## src/core/bert_pkg.sv

```systemverilog
// Constants, types and pattern functions shared by the serial bit error rate tester
package bert_pkg;

    localparam int unsigned GEN_WIDTH         = 32;
    localparam int unsigned BIT_COUNT_WIDTH   = 32;
    localparam int unsigned ERROR_COUNT_WIDTH = 24;

    localparam logic [7:0] ADDR_CTRL        = 8'h00;
    localparam logic [7:0] ADDR_LENGTH      = 8'h04;
    localparam logic [7:0] ADDR_PATTERN     = 8'h08;
    localparam logic [7:0] ADDR_STATUS      = 8'h0c;
    localparam logic [7:0] ADDR_BIT_COUNT   = 8'h10;
    localparam logic [7:0] ADDR_ERROR_COUNT = 8'h14;

    localparam int unsigned CTRL_ENABLE     = 0;
    localparam int unsigned CTRL_QRSS       = 1;
    localparam int unsigned CTRL_REPETITIVE = 2;
    localparam int unsigned CTRL_RESYNC_OFF = 3;
    localparam int unsigned CTRL_LOAD       = 4;
    localparam int unsigned CTRL_INSERT     = 5;
    localparam int unsigned CTRL_UPDATE     = 6;
    localparam int unsigned CTRL_INVERT     = 7;

    localparam int unsigned LEN_LSB = 0;
    localparam int unsigned TAP_LSB = 8;

    localparam int unsigned STAT_LOCK_LOST   = 0;
    localparam int unsigned STAT_UPDATE_DONE = 1;
    localparam int unsigned STAT_BITS_ZERO   = 2;
    localparam int unsigned STAT_ERRS_ZERO   = 3;

    localparam logic [4:0]  LEN_RESET     = 5'h08;
    localparam logic [4:0]  TAP_RESET     = 5'h04;
    localparam logic [31:0] PATTERN_RESET = 32'h0000_0000;
    localparam logic [31:0] SEED_ONES     = 32'hffff_ffff;

    localparam logic [5:0] SYNC_LAST        = 6'h1f;
    localparam logic [5:0] WINDOW_LAST      = 6'h3f;
    localparam logic [2:0] RESYNC_THRESHOLD = 3'h6;

    localparam int unsigned QRSS_TAP_A    = 16;
    localparam int unsigned QRSS_TAP_B    = 19;
    localparam int unsigned QRSS_ZERO_RUN = 14;
    localparam int unsigned LOCKUP_BITS   = 31;

    localparam int unsigned PIN_TX_CLOCK = 0;
    localparam int unsigned PIN_RX_CLOCK = 1;
    localparam int unsigned PIN_RX_DATA  = 2;
    localparam int unsigned PIN_RX_GATE  = 3;
    localparam int unsigned PIN_TX_GATE  = 4;
    localparam int unsigned PIN_COUNT    = 5;

    typedef enum logic [1:0] {
        RX_LOAD   = 2'b00,
        RX_VERIFY = 2'b01,
        RX_LOCK   = 2'b10
    } rx_state_t;

    typedef struct packed {
        logic        enable;
        logic        qrss;
        logic        repetitive;
        logic        resync_off;
        logic        invert;
        logic [4:0]  len_m1;
        logic [4:0]  tap_m1;
        logic [31:0] pattern;
    } cfg_t;

    // Feedback into bit 1 of the generator
    function automatic logic gen_feedback(input logic [31:0] r, input cfg_t c);
        logic fb;
        fb = 1'b0;
        if (c.repetitive) begin
            fb = r[c.len_m1];
        end else begin
            fb = c.qrss ? (r[QRSS_TAP_A] ^ r[QRSS_TAP_B]) : (r[c.len_m1] ^ r[c.tap_m1]);
            if (r[LOCKUP_BITS-1:0] == '0) begin
                fb = 1'b1;
            end
        end
        return fb;
    endfunction

    // Bit offered for transmission or comparison
    function automatic logic gen_output(input logic [31:0] r, input cfg_t c);
        logic ob;
        ob = gen_feedback(r, c);
        if (c.qrss && !c.repetitive && (r[QRSS_ZERO_RUN-1:0] == '0)) begin
            ob = 1'b1;
        end
        return ob;
    endfunction

endpackage

```

## src/core/sat_counter.sv

```systemverilog
// Saturating event counter with clear that never loses a coincident event
`timescale 1ns/1ps
module sat_counter #(
    parameter int unsigned WIDTH = 32
) (
    input  wire logic             clock_in,
    input  wire logic             rst_b_in,
    input  wire logic             clear_in,
    input  wire logic             inc_in,
    output logic [WIDTH-1:0]      count_out
);
    localparam logic [WIDTH-1:0] COUNT_MAX = '1;
    localparam logic [WIDTH-1:0] COUNT_ONE = WIDTH'(1);

    wire logic [WIDTH-1:0] next_count;

    assign next_count = clear_in ? (inc_in ? COUNT_ONE : '0) :
                        (inc_in && count_out != COUNT_MAX) ? count_out + COUNT_ONE :
                        count_out;

    always_ff @(posedge clock_in) begin
        if (!rst_b_in) begin
            count_out <= '0;
        end else begin
            count_out <= next_count;
        end
    end
endmodule

```

## src/core/pattern_gen.sv

```systemverilog
// Transmit pattern generator: PRBS, QRSS or repetitive pattern
`timescale 1ns/1ps
module pattern_gen
    import bert_pkg::*;
(
    input  wire logic          clock_in,
    input  wire logic          rst_b_in,
    input  bert_pkg::cfg_t     cfg_in,
    input  wire logic          load_in,
    input  wire logic          advance_in,
    output logic               bit_out
);
    logic [31:0] shift;

    wire logic [31:0] next_seed;

    assign next_seed = cfg_in.repetitive ? cfg_in.pattern : SEED_ONES;

    always_ff @(posedge clock_in) begin
        if (!rst_b_in) begin
            shift   <= SEED_ONES;
            bit_out <= 1'b0;
        end else if (load_in) begin
            shift <= next_seed;
        end else if (advance_in) begin
            bit_out <= gen_output(shift, cfg_in);
            shift   <= {shift[30:0], gen_feedback(shift, cfg_in)};
        end
    end
endmodule

```

## src/core/serial_bert.sv

```systemverilog
// Serial bit error rate tester with APB register access
//
// Function
// - Data gates skip gapped bit positions both ways
// - x86 mode: keep sending when gate pin is output
// - Halt normal traffic while tester runs
// - Tester overrides link; disabling restores it
// - Send pattern payload, check received payload
// - PRBS 2^9, 2^15, 2^23 minus one, QRSS
// - Repetitive pattern, length 1 to 32
// - 24-bit error and 32-bit bit counters
// - Single bit errors inserted on request
// - Checker syncs local generator to payload
// - 32-bit generator shifts toward bit 32
// - Feedback taps n xor y, or n
// - Compared value is generator feedback bit
// - QRSS taps 17, 20; force one
// - PRBS and QRSS: force feedback one when bits 1-31 zero
// - Sync method follows programmed pattern type
// - PRBS: load 32, verify 32, lock
// - PRBS lock: threshold misses start resync
// - Repetitive: search pattern, verify 32, lock
// - Repetitive lock: threshold misses start resync
// - Lock lost flag outside locked state
// - Count compared bits and errors when locked
// - Saturate; update copies, clears, then done
// - Seed ones, or preload repetitive pattern
`timescale 1ns/1ps
module serial_bert
    import bert_pkg::*;
(
    input  wire logic        clock_in,
    input  wire logic        rst_b_in,
    input  wire logic        psel_in,
    input  wire logic        penable_in,
    input  wire logic        pwrite_in,
    input  wire logic [7:0]  paddr_in,
    input  wire logic [31:0] pwdata_in,
    output logic [31:0]      prdata_out,
    output logic             pready_out,
    output logic             pslverr_out,
    input  wire logic        tx_clock_in,
    input  wire logic        rx_clock_in,
    input  wire logic        rx_data_in,
    input  wire logic        receive_data_gate_in,
    input  wire logic        transmit_data_gate_in,
    input  wire logic        x86_mode_in,
    input  wire logic        transmit_gate_is_output_in,
    input  wire logic        normal_tx_data_in,
    output logic             tx_data_out,
    output logic             normal_traffic_halt_out,
    output logic             pattern_lock_lost_out,
    output logic             counter_update_done_out
);
    cfg_t                         cfg;
    logic [PIN_COUNT-1:0]         sync_a;
    logic [PIN_COUNT-1:0]         sync_b;
    logic                         tx_clock_prev;
    logic                         rx_clock_prev;
    logic                         start_pulse;
    logic                         insert_pending;
    logic                         error_flip;
    logic                         update_strobe;
    logic                         update_strobe_prev;
    logic                         update_copy;
    logic                         zero_force;
    logic [31:0]                  rx_gen;
    rx_state_t                    rx_state;
    logic [5:0]                   phase;
    logic [2:0]                   misses;
    logic [BIT_COUNT_WIDTH-1:0]   bit_reg;
    logic [ERROR_COUNT_WIDTH-1:0] err_reg;

    wire logic                         wr_en;
    wire logic                         wr_ctrl;
    wire logic                         addr_known;
    wire logic [31:0]                  next_prdata;
    wire logic                         tx_fall;
    wire logic                         rx_rise;
    wire logic                         tx_gate_ok;
    wire logic                         tx_advance;
    wire logic                         rx_advance;
    wire logic                         rx_bit;
    wire logic                         gen_bit;
    wire logic                         rx_fb;
    wire logic                         rx_expect;
    wire logic                         rx_match;
    wire logic [31:0]                  rx_shift_in;
    wire logic [31:0]                  rx_shift_fb;
    wire logic [31:0]                  len_mask;
    wire logic                         rep_found;
    wire logic                         resync_hit;
    wire logic                         count_bit;
    wire logic                         count_err;
    wire logic [BIT_COUNT_WIDTH-1:0]   bit_count;
    wire logic [ERROR_COUNT_WIDTH-1:0] err_count;
    rx_state_t                         next_rx_state;
    wire logic [5:0]                   next_phase;
    wire logic [2:0]                   next_misses;
    wire logic [31:0]                  next_rx_gen;
    wire logic                         next_tx_data;

    // Register bus decode; zero wait states
    assign wr_en      = psel_in && penable_in && pwrite_in;
    assign wr_ctrl    = wr_en && (paddr_in == ADDR_CTRL);
    assign addr_known = (paddr_in == ADDR_CTRL) || (paddr_in == ADDR_LENGTH) ||
                        (paddr_in == ADDR_PATTERN) || (paddr_in == ADDR_STATUS) ||
                        (paddr_in == ADDR_BIT_COUNT) || (paddr_in == ADDR_ERROR_COUNT);
    assign pready_out = 1'b1;

    assign next_prdata =
        (paddr_in == ADDR_CTRL)    ? 32'({cfg.invert, update_strobe, 2'b00, cfg.resync_off,
                                          cfg.repetitive, cfg.qrss, cfg.enable}) :
        (paddr_in == ADDR_LENGTH)  ? 32'({cfg.tap_m1, 3'b000, cfg.len_m1}) :
        (paddr_in == ADDR_PATTERN) ? cfg.pattern :
        (paddr_in == ADDR_STATUS)  ? 32'({(err_reg == '0) && !zero_force,
                                          (bit_reg == '0) && !zero_force,
                                          counter_update_done_out, pattern_lock_lost_out}) :
        (paddr_in == ADDR_BIT_COUNT)   ? bit_reg :
        (paddr_in == ADDR_ERROR_COUNT) ? 32'(err_reg) : 32'h0000_0000;

    always_ff @(posedge clock_in) begin
        if (!rst_b_in) begin
            prdata_out  <= 32'h0000_0000;
            pslverr_out <= 1'b0;
        end else if (psel_in && !penable_in) begin
            prdata_out  <= next_prdata;
            pslverr_out <= !addr_known;
        end
    end

    always_ff @(posedge clock_in) begin
        if (!rst_b_in) begin
            cfg <= '{enable: 1'b0, qrss: 1'b0, repetitive: 1'b0, resync_off: 1'b0,
                     invert: 1'b0, len_m1: LEN_RESET, tap_m1: TAP_RESET,
                     pattern: PATTERN_RESET};
            update_strobe <= 1'b0;
        end else if (wr_ctrl) begin
            cfg.enable     <= pwdata_in[CTRL_ENABLE];
            cfg.qrss       <= pwdata_in[CTRL_QRSS];
            cfg.repetitive <= pwdata_in[CTRL_REPETITIVE];
            cfg.resync_off <= pwdata_in[CTRL_RESYNC_OFF];
            cfg.invert     <= pwdata_in[CTRL_INVERT];
            update_strobe  <= pwdata_in[CTRL_UPDATE];
        end else if (wr_en && paddr_in == ADDR_LENGTH) begin
            cfg.len_m1 <= pwdata_in[LEN_LSB +: 5];
            cfg.tap_m1 <= pwdata_in[TAP_LSB +: 5];
        end else if (wr_en && paddr_in == ADDR_PATTERN) begin
            cfg.pattern <= pwdata_in;
        end
    end

    // New pattern on explicit load or on enabling
    always_ff @(posedge clock_in) begin
        if (!rst_b_in) begin
            start_pulse <= 1'b0;
        end else begin
            start_pulse <= wr_ctrl && (pwdata_in[CTRL_LOAD] ||
                                       (pwdata_in[CTRL_ENABLE] && !cfg.enable));
        end
    end

    // Pins from the line side: two stages, then edge detection
    always_ff @(posedge clock_in) begin
        if (!rst_b_in) begin
            sync_a        <= '0;
            sync_b        <= '0;
            tx_clock_prev <= 1'b0;
            rx_clock_prev <= 1'b0;
        end else begin
            sync_a        <= {transmit_data_gate_in, receive_data_gate_in, rx_data_in,
                              rx_clock_in, tx_clock_in};
            sync_b        <= sync_a;
            tx_clock_prev <= sync_b[PIN_TX_CLOCK];
            rx_clock_prev <= sync_b[PIN_RX_CLOCK];
        end
    end

    assign tx_fall    = tx_clock_prev && !sync_b[PIN_TX_CLOCK];
    assign rx_rise    = !rx_clock_prev && sync_b[PIN_RX_CLOCK];
    assign rx_bit     = sync_b[PIN_RX_DATA];
    assign tx_gate_ok = sync_b[PIN_TX_GATE] || (x86_mode_in && transmit_gate_is_output_in);
    assign tx_advance = cfg.enable && tx_fall && tx_gate_ok;
    assign rx_advance = cfg.enable && rx_rise && sync_b[PIN_RX_GATE];

    // Transmit side
    pattern_gen u_tx_gen (
        .clock_in   (clock_in),
        .rst_b_in   (rst_b_in),
        .cfg_in     (cfg),
        .load_in    (start_pulse),
        .advance_in (tx_advance),
        .bit_out    (gen_bit)
    );

    // Single error: pending until the next payload bit, a new request wins over the clear
    always_ff @(posedge clock_in) begin
        if (!rst_b_in) begin
            insert_pending <= 1'b0;
            error_flip     <= 1'b0;
        end else begin
            insert_pending <= (wr_ctrl && pwdata_in[CTRL_INSERT]) ||
                              (insert_pending && !tx_advance);
            if (tx_advance) begin
                error_flip <= insert_pending;
            end
        end
    end

    assign next_tx_data = cfg.enable ? (gen_bit ^ error_flip ^ cfg.invert) :
                          normal_tx_data_in;
    assign normal_traffic_halt_out = cfg.enable;

    always_ff @(posedge clock_in) begin
        if (!rst_b_in) begin
            tx_data_out <= 1'b0;
        end else begin
            tx_data_out <= next_tx_data;
        end
    end

    // Receive checker
    assign rx_fb       = gen_feedback(rx_gen, cfg);
    assign rx_expect   = gen_output(rx_gen, cfg);
    assign rx_match    = (rx_expect == rx_bit);
    assign rx_shift_in = {rx_gen[30:0], rx_bit};
    assign rx_shift_fb = {rx_gen[30:0], rx_fb};
    assign len_mask    = SEED_ONES >> (5'h1f - cfg.len_m1);
    assign rep_found   = (rx_shift_in & len_mask) == (cfg.pattern & len_mask);
    assign resync_hit  = !rx_match && (misses == RESYNC_THRESHOLD - 3'h1) &&
                         !cfg.resync_off;

    always_comb begin
        next_rx_state = rx_state;
        case (rx_state)
            RX_LOAD: begin
                if (cfg.repetitive ? rep_found : (phase == SYNC_LAST)) begin
                    next_rx_state = RX_VERIFY;
                end
            end
            RX_VERIFY: begin
                if (!rx_match) begin
                    next_rx_state = RX_LOAD;
                end else if (phase == SYNC_LAST) begin
                    next_rx_state = RX_LOCK;
                end
            end
            RX_LOCK: begin
                if (resync_hit) begin
                    next_rx_state = RX_LOAD;
                end
            end
            default: begin
                next_rx_state = RX_LOAD;
            end
        endcase
    end

    assign next_rx_gen = (rx_state == RX_LOAD) ? rx_shift_in : rx_shift_fb;
    assign next_phase  = (next_rx_state != rx_state) ? 6'h00 : phase + 6'h01;
    assign next_misses = (next_rx_state != RX_LOCK || phase == WINDOW_LAST) ? 3'h0 :
                         misses + {2'b00, !rx_match};

    always_ff @(posedge clock_in) begin
        if (!rst_b_in || start_pulse || !cfg.enable) begin
            rx_state <= RX_LOAD;
            rx_gen   <= '0;
            phase    <= 6'h00;
            misses   <= 3'h0;
        end else if (rx_advance) begin
            rx_state <= next_rx_state;
            rx_gen   <= next_rx_gen;
            phase    <= next_phase;
            misses   <= next_misses;
        end
    end

    assign pattern_lock_lost_out = (rx_state != RX_LOCK);
    assign count_bit = rx_advance && (rx_state == RX_LOCK);
    assign count_err = count_bit && !rx_match;

    // Counters and the update sequence
    sat_counter #(.WIDTH(BIT_COUNT_WIDTH)) u_bit_counter (
        .clock_in  (clock_in),
        .rst_b_in  (rst_b_in),
        .clear_in  (update_copy),
        .inc_in    (count_bit),
        .count_out (bit_count)
    );

    sat_counter #(.WIDTH(ERROR_COUNT_WIDTH)) u_err_counter (
        .clock_in  (clock_in),
        .rst_b_in  (rst_b_in),
        .clear_in  (update_copy),
        .inc_in    (count_err),
        .count_out (err_count)
    );

    always_ff @(posedge clock_in) begin
        if (!rst_b_in) begin
            update_strobe_prev      <= 1'b0;
            update_copy             <= 1'b0;
            zero_force              <= 1'b0;
            counter_update_done_out <= 1'b0;
            bit_reg                 <= '0;
            err_reg                 <= '0;
        end else begin
            update_strobe_prev <= update_strobe;
            update_copy        <= update_strobe && !update_strobe_prev;
            zero_force         <= update_copy;
            if (update_strobe && !update_strobe_prev) begin
                counter_update_done_out <= 1'b0;
            end else if (zero_force) begin
                counter_update_done_out <= 1'b1;
            end
            if (update_copy) begin
                bit_reg <= bit_count;
                err_reg <= err_count;
            end
        end
    end
endmodule

```

## config.mk

```make
export PLATFORM = sky130hd
export DESIGN_NAME = serial_bert
export DESIGN_NICKNAME = d
export VERILOG_FILES = /design/src/core/bert_pkg.sv /design/src/core/sat_counter.sv /design/src/core/pattern_gen.sv /design/src/core/serial_bert.sv
export SDC_FILE = /design/constraint.sdc
export NUM_CORES = 1
export LEC_CHECK = 0
export ABC_CLOCK_PERIOD_IN_PS = 4300
export BUFFER_PORTS_ARGS = -buffer_cell sky130_fd_sc_hd__buf_2
export CAP_MARGIN = 20
export CORE_MARGIN = 5
export CORE_UTILIZATION = 35
export DETAILED_ROUTE_END_ITERATION = 12
export PLACE_DENSITY = 0.47
export SYNTH_ARGS = -nofsm -noshare
export SYNTH_HDL_FRONTEND = slang
export SYNTH_SLANG_ARGS = --single-unit
```

## constraint.sdc

```tcl
create_clock -name clock_in -period 4.3 [get_ports clock_in]
set_input_delay 0.43 -clock clock_in [delete_from_list [all_inputs] [get_ports clock_in]]
set_output_delay 0.43 -clock clock_in [all_outputs]
set_load 0.05 [all_outputs]
```

After elaboration in Yosys (flattened, before gate mapping)
Index checks and enable logic that the tools add are counted.
{ "totals": {"ff_bits": 289, "wordCells": 178, "out_inout_bits": 38, "in_bits": 53} }
{ "op_classes": {"n_shift": 1, "n_bitwise": 12, "addsub": 5, "order_cmp": 2, "n_reduce_logical": 67, "n_eq_ne": 17, "muxes": 41} }
{ "op_table": {"columns": ["operator", "count"], "rows": [
  ["two-way mux 32 bit", 10],
  ["two-way mux 24 bit", 3],
  ["bitwise AND 32 bit", 2],
  ["logical NOT 31 bit", 2],
  ["adder 32 x 1 -> 32 bit, second input constant", 1],
  ["equality test 32 bit", 1],
  ["logical NOT 32 bit", 1],
  ["!= test 32 bit, second input constant", 1],
  ["right shift 32 x 5 -> 32 bit, first input constant", 1],
  ["logical AND 1 bit", 29],
  ["logical NOT 14 bit", 2],
  ["adder 24 x 1 -> 24 bit, second input constant", 1],
  ["logical NOT 24 bit", 1],
  ["!= test 24 bit, second input constant", 1],
  ["binary-select mux 1 bit (select 5 bit)", 4],
  ["two-way mux 1 bit", 17],
  ["equality test 8 x 4 -> 1 bit, second input constant", 2],
  ["equality test 8 x 5 -> 1 bit, second input constant", 2],
  ["logical NOT 1 bit", 12],
  ["< comparator 5 x 6 -> 1 bit, second input constant", 2],
  ["logical OR 1 bit", 11],
  ["equality test 8 x 3 -> 1 bit, second input constant", 1],
  ["logical NOT 8 bit", 1],
  ["two-way mux 2 bit", 4],
  ["other kinds (21)", 33]
]} }

Depth between registers and ports, before layout
{ "depth": {"ltp_word": 16, "mapped_depth": 16, "mapped_depth_nobuf": 14} }

Modules after synthesis
From an unflattened synthesis, not the netlist that was laid out.
{ "hier_totals": {"cells_unflattened": 1688, "area_unflattened_um2": 14799.2} }
{ "by_module_without_submodules": {"columns": ["module", "cells_per_inst", "seq_area_each_um2", "area_each_um2", "instances"], "rows": [
  ["serial_bert", 1110, 4003.8, 9664.3, 1],
  ["pattern_gen", 225, 660.6, 2185.8, 1],
  ["sat_counter (u_bit_counter)", 207, 640.6, 1731.7, 1],
  ["sat_counter (u_err_counter)", 146, 480.5, 1217.4, 1]
]} }

Worst setup path after synthesis
OpenSTA, ideal clock, no wires.
{ "synth_timing": {"path_kind": "register to register", "startpoint": "register cfg, in the netlist normal_traffic_halt_out", "endpoint": "register u_bit_counter.count_out[31]", "setup_time_ps": 128, "n_path_buf": 1, "setup_slack_ps": 1214, "required_time_ps": 4172, "period_less_slack_ps": 3086, "arrival_ps": 2959, "stages_incl_launch_ff": 12, "path_cell_list": "dfxtp_1 -> inv_1 -> nor3_2 -> nand2_1 -> a31oi_2 -> and4_1 -> and3_1 -> buf_2 -> nor2b_1 -> or3b_1 -> xor2_1 -> nor2_1"} }
{ "synth_via": {"elab_chain_cells": 5} }
{ "synth_lines": {"columns": ["element", "line", "source"], "rows": [
  ["from (decl)", "serial_bert.sv:55", "cfg_t cfg;"],
  ["from (signal assigned)", "serial_bert.sv:134", "cfg <= '{enable: 1'b0, qrss: 1'b0, repetitive: 1'b0, resync_off: 1'b0,"],
  ["logical AND 1 bit (2 in a row)", "serial_bert.sv:184", "assign rx_advance = cfg.enable && rx_rise && sync_b[PIN_RX_GATE];"],
  ["logical AND 1 bit", "serial_bert.sv:279", "assign count_bit = rx_advance && (rx_state == RX_LOCK);"],
  ["logical AND 1 bit", "sat_counter.sv:18", "(inc_in && count_out != COUNT_MAX) ? count_out + COUNT_ONE :"],
  ["nonzero test 2 bit (no source line)", null, null],
  ["to (signal assigned)", "sat_counter.sv:25", "count_out <= next_count;"],
  ["to (decl)", "sat_counter.sv:10", "output logic [WIDTH-1:0] count_out"]
]} }
No other way between the ends.
A chain may end at the register's enable or synchronous reset.

Final worst setup path
{ "layout_timing": {"startpoint": "register cfg[38] (netlist name)", "endpoint": "register u_err_counter.count_out[11]"} }
{ "layout_via": {"elab_chain_cells": 12} }
{ "layout_lines": {"columns": ["element", "line", "source"], "rows": [
  ["binary-select mux 1 bit (select 5 bit) (*)", "bert_pkg.sv:75, bert_pkg.sv:77", null],
  ["two-way mux 1 bit (implied by the code) (*)", "bert_pkg.sv:75, bert_pkg.sv:77", null],
  ["bitwise XOR 1 bit", "bert_pkg.sv:77", "fb = c.qrss ? (r[QRSS_TAP_A] ^ r[QRSS_TAP_B]) : (r[c.len_m1] ^ r[c.tap_m1]);"],
  ["two-way mux 1 bit", "bert_pkg.sv:77", null],
  ["two-way mux 1 bit", "bert_pkg.sv:78", "if (r[LOCKUP_BITS-1:0] == '0) begin"],
  ["two-way mux 1 bit (*)", "bert_pkg.sv:74", "if (c.repetitive) begin"],
  ["two-way mux 1 bit (*)", "bert_pkg.sv:89", "if (c.qrss && !c.repetitive && (r[QRSS_ZERO_RUN-1:0] == '0)) begin"],
  ["equality test 1 bit (*)", "serial_bert.sv:225", "assign rx_match = (rx_expect == rx_bit);"],
  ["logical NOT 1 bit (*)", "serial_bert.sv:280", "assign count_err = count_bit && !rx_match;"],
  ["logical AND 1 bit (*)", "serial_bert.sv:280", null],
  ["logical AND 1 bit (*)", "sat_counter.sv:18", null],
  ["nonzero test 2 bit (no source line) (*)", null, null],
  ["to (signal assigned)", "sat_counter.sv:25", null],
  ["to (decl)", "sat_counter.sv:10", null]
]} }
Every way passes the cells marked *; elsewhere a longest branch is shown, timed or not. The select of a mux whose other input is x is not followed.

==> flow_summary.toml <==
[status]
status = "complete, no violations"

[timing]
slew_headroom_pct = 32.3
finalSetupTns_ns = 0
clock_skew_ns = 0.0177
worst_pin_slew_ns = 1.02
fmax_ghz = 0.278
drv_slew = 0
finalHoldViolCount = 0
rsz0062_at_grt = "false"
setup_viol = 0
finalCritPeriodShare_pct = 83.6
layout_min_cycle_time_ns = 3.59
fin_ws_ns = 0.706

[yosys]
synthAdderAreaFrac_pct = 0.501
synthMuxAreaShare_pct = 11.4
yosysTopAreaCellShare_pct = 40.0
synth_compound_area_share_pct = 15.2
yosys_warnings = 0
synth-simple-area-share_pct = 24.4
synthTopCellsByArea = "dfxtp_1 (40%), mux2i_1 (6.6%), nand2_1 (6.4%), nor2_1 (4.3%), mux4_2 (3.9%)"
synth_top_cell_by_area = "dfxtp_1"
synth_cell_types = 75
syn_inst = 1678
ys_ff_latch = 289
synth_top_family_by_area = "simple AND/OR/NAND/NOR gates"
synth_edf_count = 0
async_flop_share_pct = 0
yosysMostFrequentCell = "dfxtp_1"
synth-xor-area-share_pct = 4.60
syn_area_mm2 = 0.0145
synthFlopType = "dfxtp_1"
yosysSeqAreaShare_pct = 40.0
synthTopCellsByCount = "dfxtp_1 (289), nand2_1 (247), nor2_1 (167), mux2i_1 (96), clkbuf_1 (92)"
syn-num-nets = 1736
syn_avg_cell_area_um2 = 8.63

[setup_path]
path_max_fanout = 27
cp.arrival_ns = 4.08
required_ns = 4.79
cp_slowest_cell = "dfxtp_1"
worstPathCellList = "buf_4 > or2_1 > nor3_1 > nor4_1 > a22o_4 > nand4_1 > o211a_1 > nor3_4 > nor2_4 > or4_1 > a21oi_1"
startpoint = "cfg[38]"
critPathKind = "reg -> reg"
critPathMaxStageDelay_ns = 0.60
start_kind = "flip-flop"
setup.worst_path.end_class = "flip-flop"
r2r_start = "cfg[38]"

[cells_and_area]
largest_reg_flops = 46
fillers = 4208
nets = 1785
syn_to_final_growth_pct = 14.8
regMostFlops = "cfg"
drive_above_1_share_pct = 13.4
antenna_cells = 0

[detailed_routing]
ant_nets = 0
num_vias = 12400
drc = 0
viasPerCell = 5.42
wirelength_um = 49700
drtPass1Iterations = 8
drt_iter0_markers = 896
wl_per_cell_um = 21.8

[clock_network]
cts-resized-gates = 0
insertion_delay_ns = 0.55
h-tree-depth = 2
clockRootBuffer = "clkbuf_16"
clkSinkCount = 289
cts_hold_buf = 0
numCtsBuffers = 35
cts_tree = "built"
clk_pin_slew_worst_paths_ns = 0.06
cts_setup_buffers = 0
clockBufferDepth = 3

[place]
port_buffers = 89
place.gp.congestion = 0.907
place_ws_ns = 0.717
hpwl_um = 35000

[global_routing]
grt_usage_pct = 21.7
grt_pass1_vias = 12100
grt_max_degree = 140
grt_pass1_wl_um = 75900
antenna_found_initial = 2
grt_overflow = 0

[flow_run]
maxCapViolCount = 0

[worst_hold_path]
hold_start = "transmit_data_gate_in"
hold_class = "in -> reg"

[floorplan]
core_mm2 = 0.0409
die_w_um = 213
initial_core_util_pct = 35.4
num_io_pins = 91
die_h_um = 213
dieArea_mm2 = 0.0455
rows = 74

[power]
powerDensity_mw_per_mm2 = 358
vdd_ir_drop_max_uv = 253
total_leakage_power_nw = 5.76
[per-layer routing]
layer  track usage [%]  vias to the layer above  wire [um]
li1                  -                     6029          -
met1              29.5                     5950      22500
met2              35.2                      296      23200
met3              3.51                       94       2290
met4              7.94                        2       1750
met5                 0                        -         13
[per-stage QoR]
stage,total power [mW],hold WS [ns],utilization [%],area (um2),std cells
5_1_grt,6.15,0.0836,40.6,16600,2284
4_1_cts,6.02,0.0520,40.5,16600,2282
2_1_floorplan,2.89,0.412,-,14500,1678
6_report,5.96,0.0810,40.6,16600,2284
3_3_place_gp,2.98,0.413,37.7,15400,2220
3_5_place_dp,2.98,0.421,37.7,15400,2220
[critical path, delay by kind of cell (launching register included)]
family	cells	cell delay, ns
compound gates	3	0.55
simple gates	7	1.98
buf+inv	1	0.38
flops	1	0.60
[cell usage in the layout (no fill, tap or decap), types with 36 or more instances in the layout]
master and n:
a21oi_1 79, o21ai_0 70, and2_1 40, nand2_1 247
dfxtp_1 287, buf_2 88, mux2i_1 96, a21boi_0 36
nor2b_1 79, buf_4 37, nor2_1 166, xor2_1 45
[path summary, 6_finish.rpt]
| check | to | slack, ns | cells past startpoint |
|---|---|---|---|
| hold reg to reg | sync_b[3] | 0.43 | 1 |
| hold / removal | sync_a[4] | 0.08 | 2 |
| setup / recovery | u_err_counter.count_out[11] | 0.71 | 11 |
| setup reg to reg | u_err_counter.count_out[11] | 0.71 | 11 |
[cells by family after synthesis]
family / Yosys count
xor+xnor: 76
buf+inv: 133
mux: 130
fa+ha+maj: 6
simple gates: 721
compound gates: 322
other cells: 1
flops: 289
[final cells by class]
class	instances	area (um2)	share of cell area (%)
inverter	17	63.8	0.384
clock buffer	54	1060	6.36
clock inverter	8	109	0.655
timing repair buffer	128	777	4.67
sequential	289	5790	34.8
tap	532	666	4.00
multi-input combinational	1256	8160	49.1
[power breakdown]
part	switching [mW]	internal (mW)
combinational	0.143	0.0709
clock	1.22	1.82
sequential	0.0104	2.69
No activity file was read; power rests on OpenSTA's default activity.
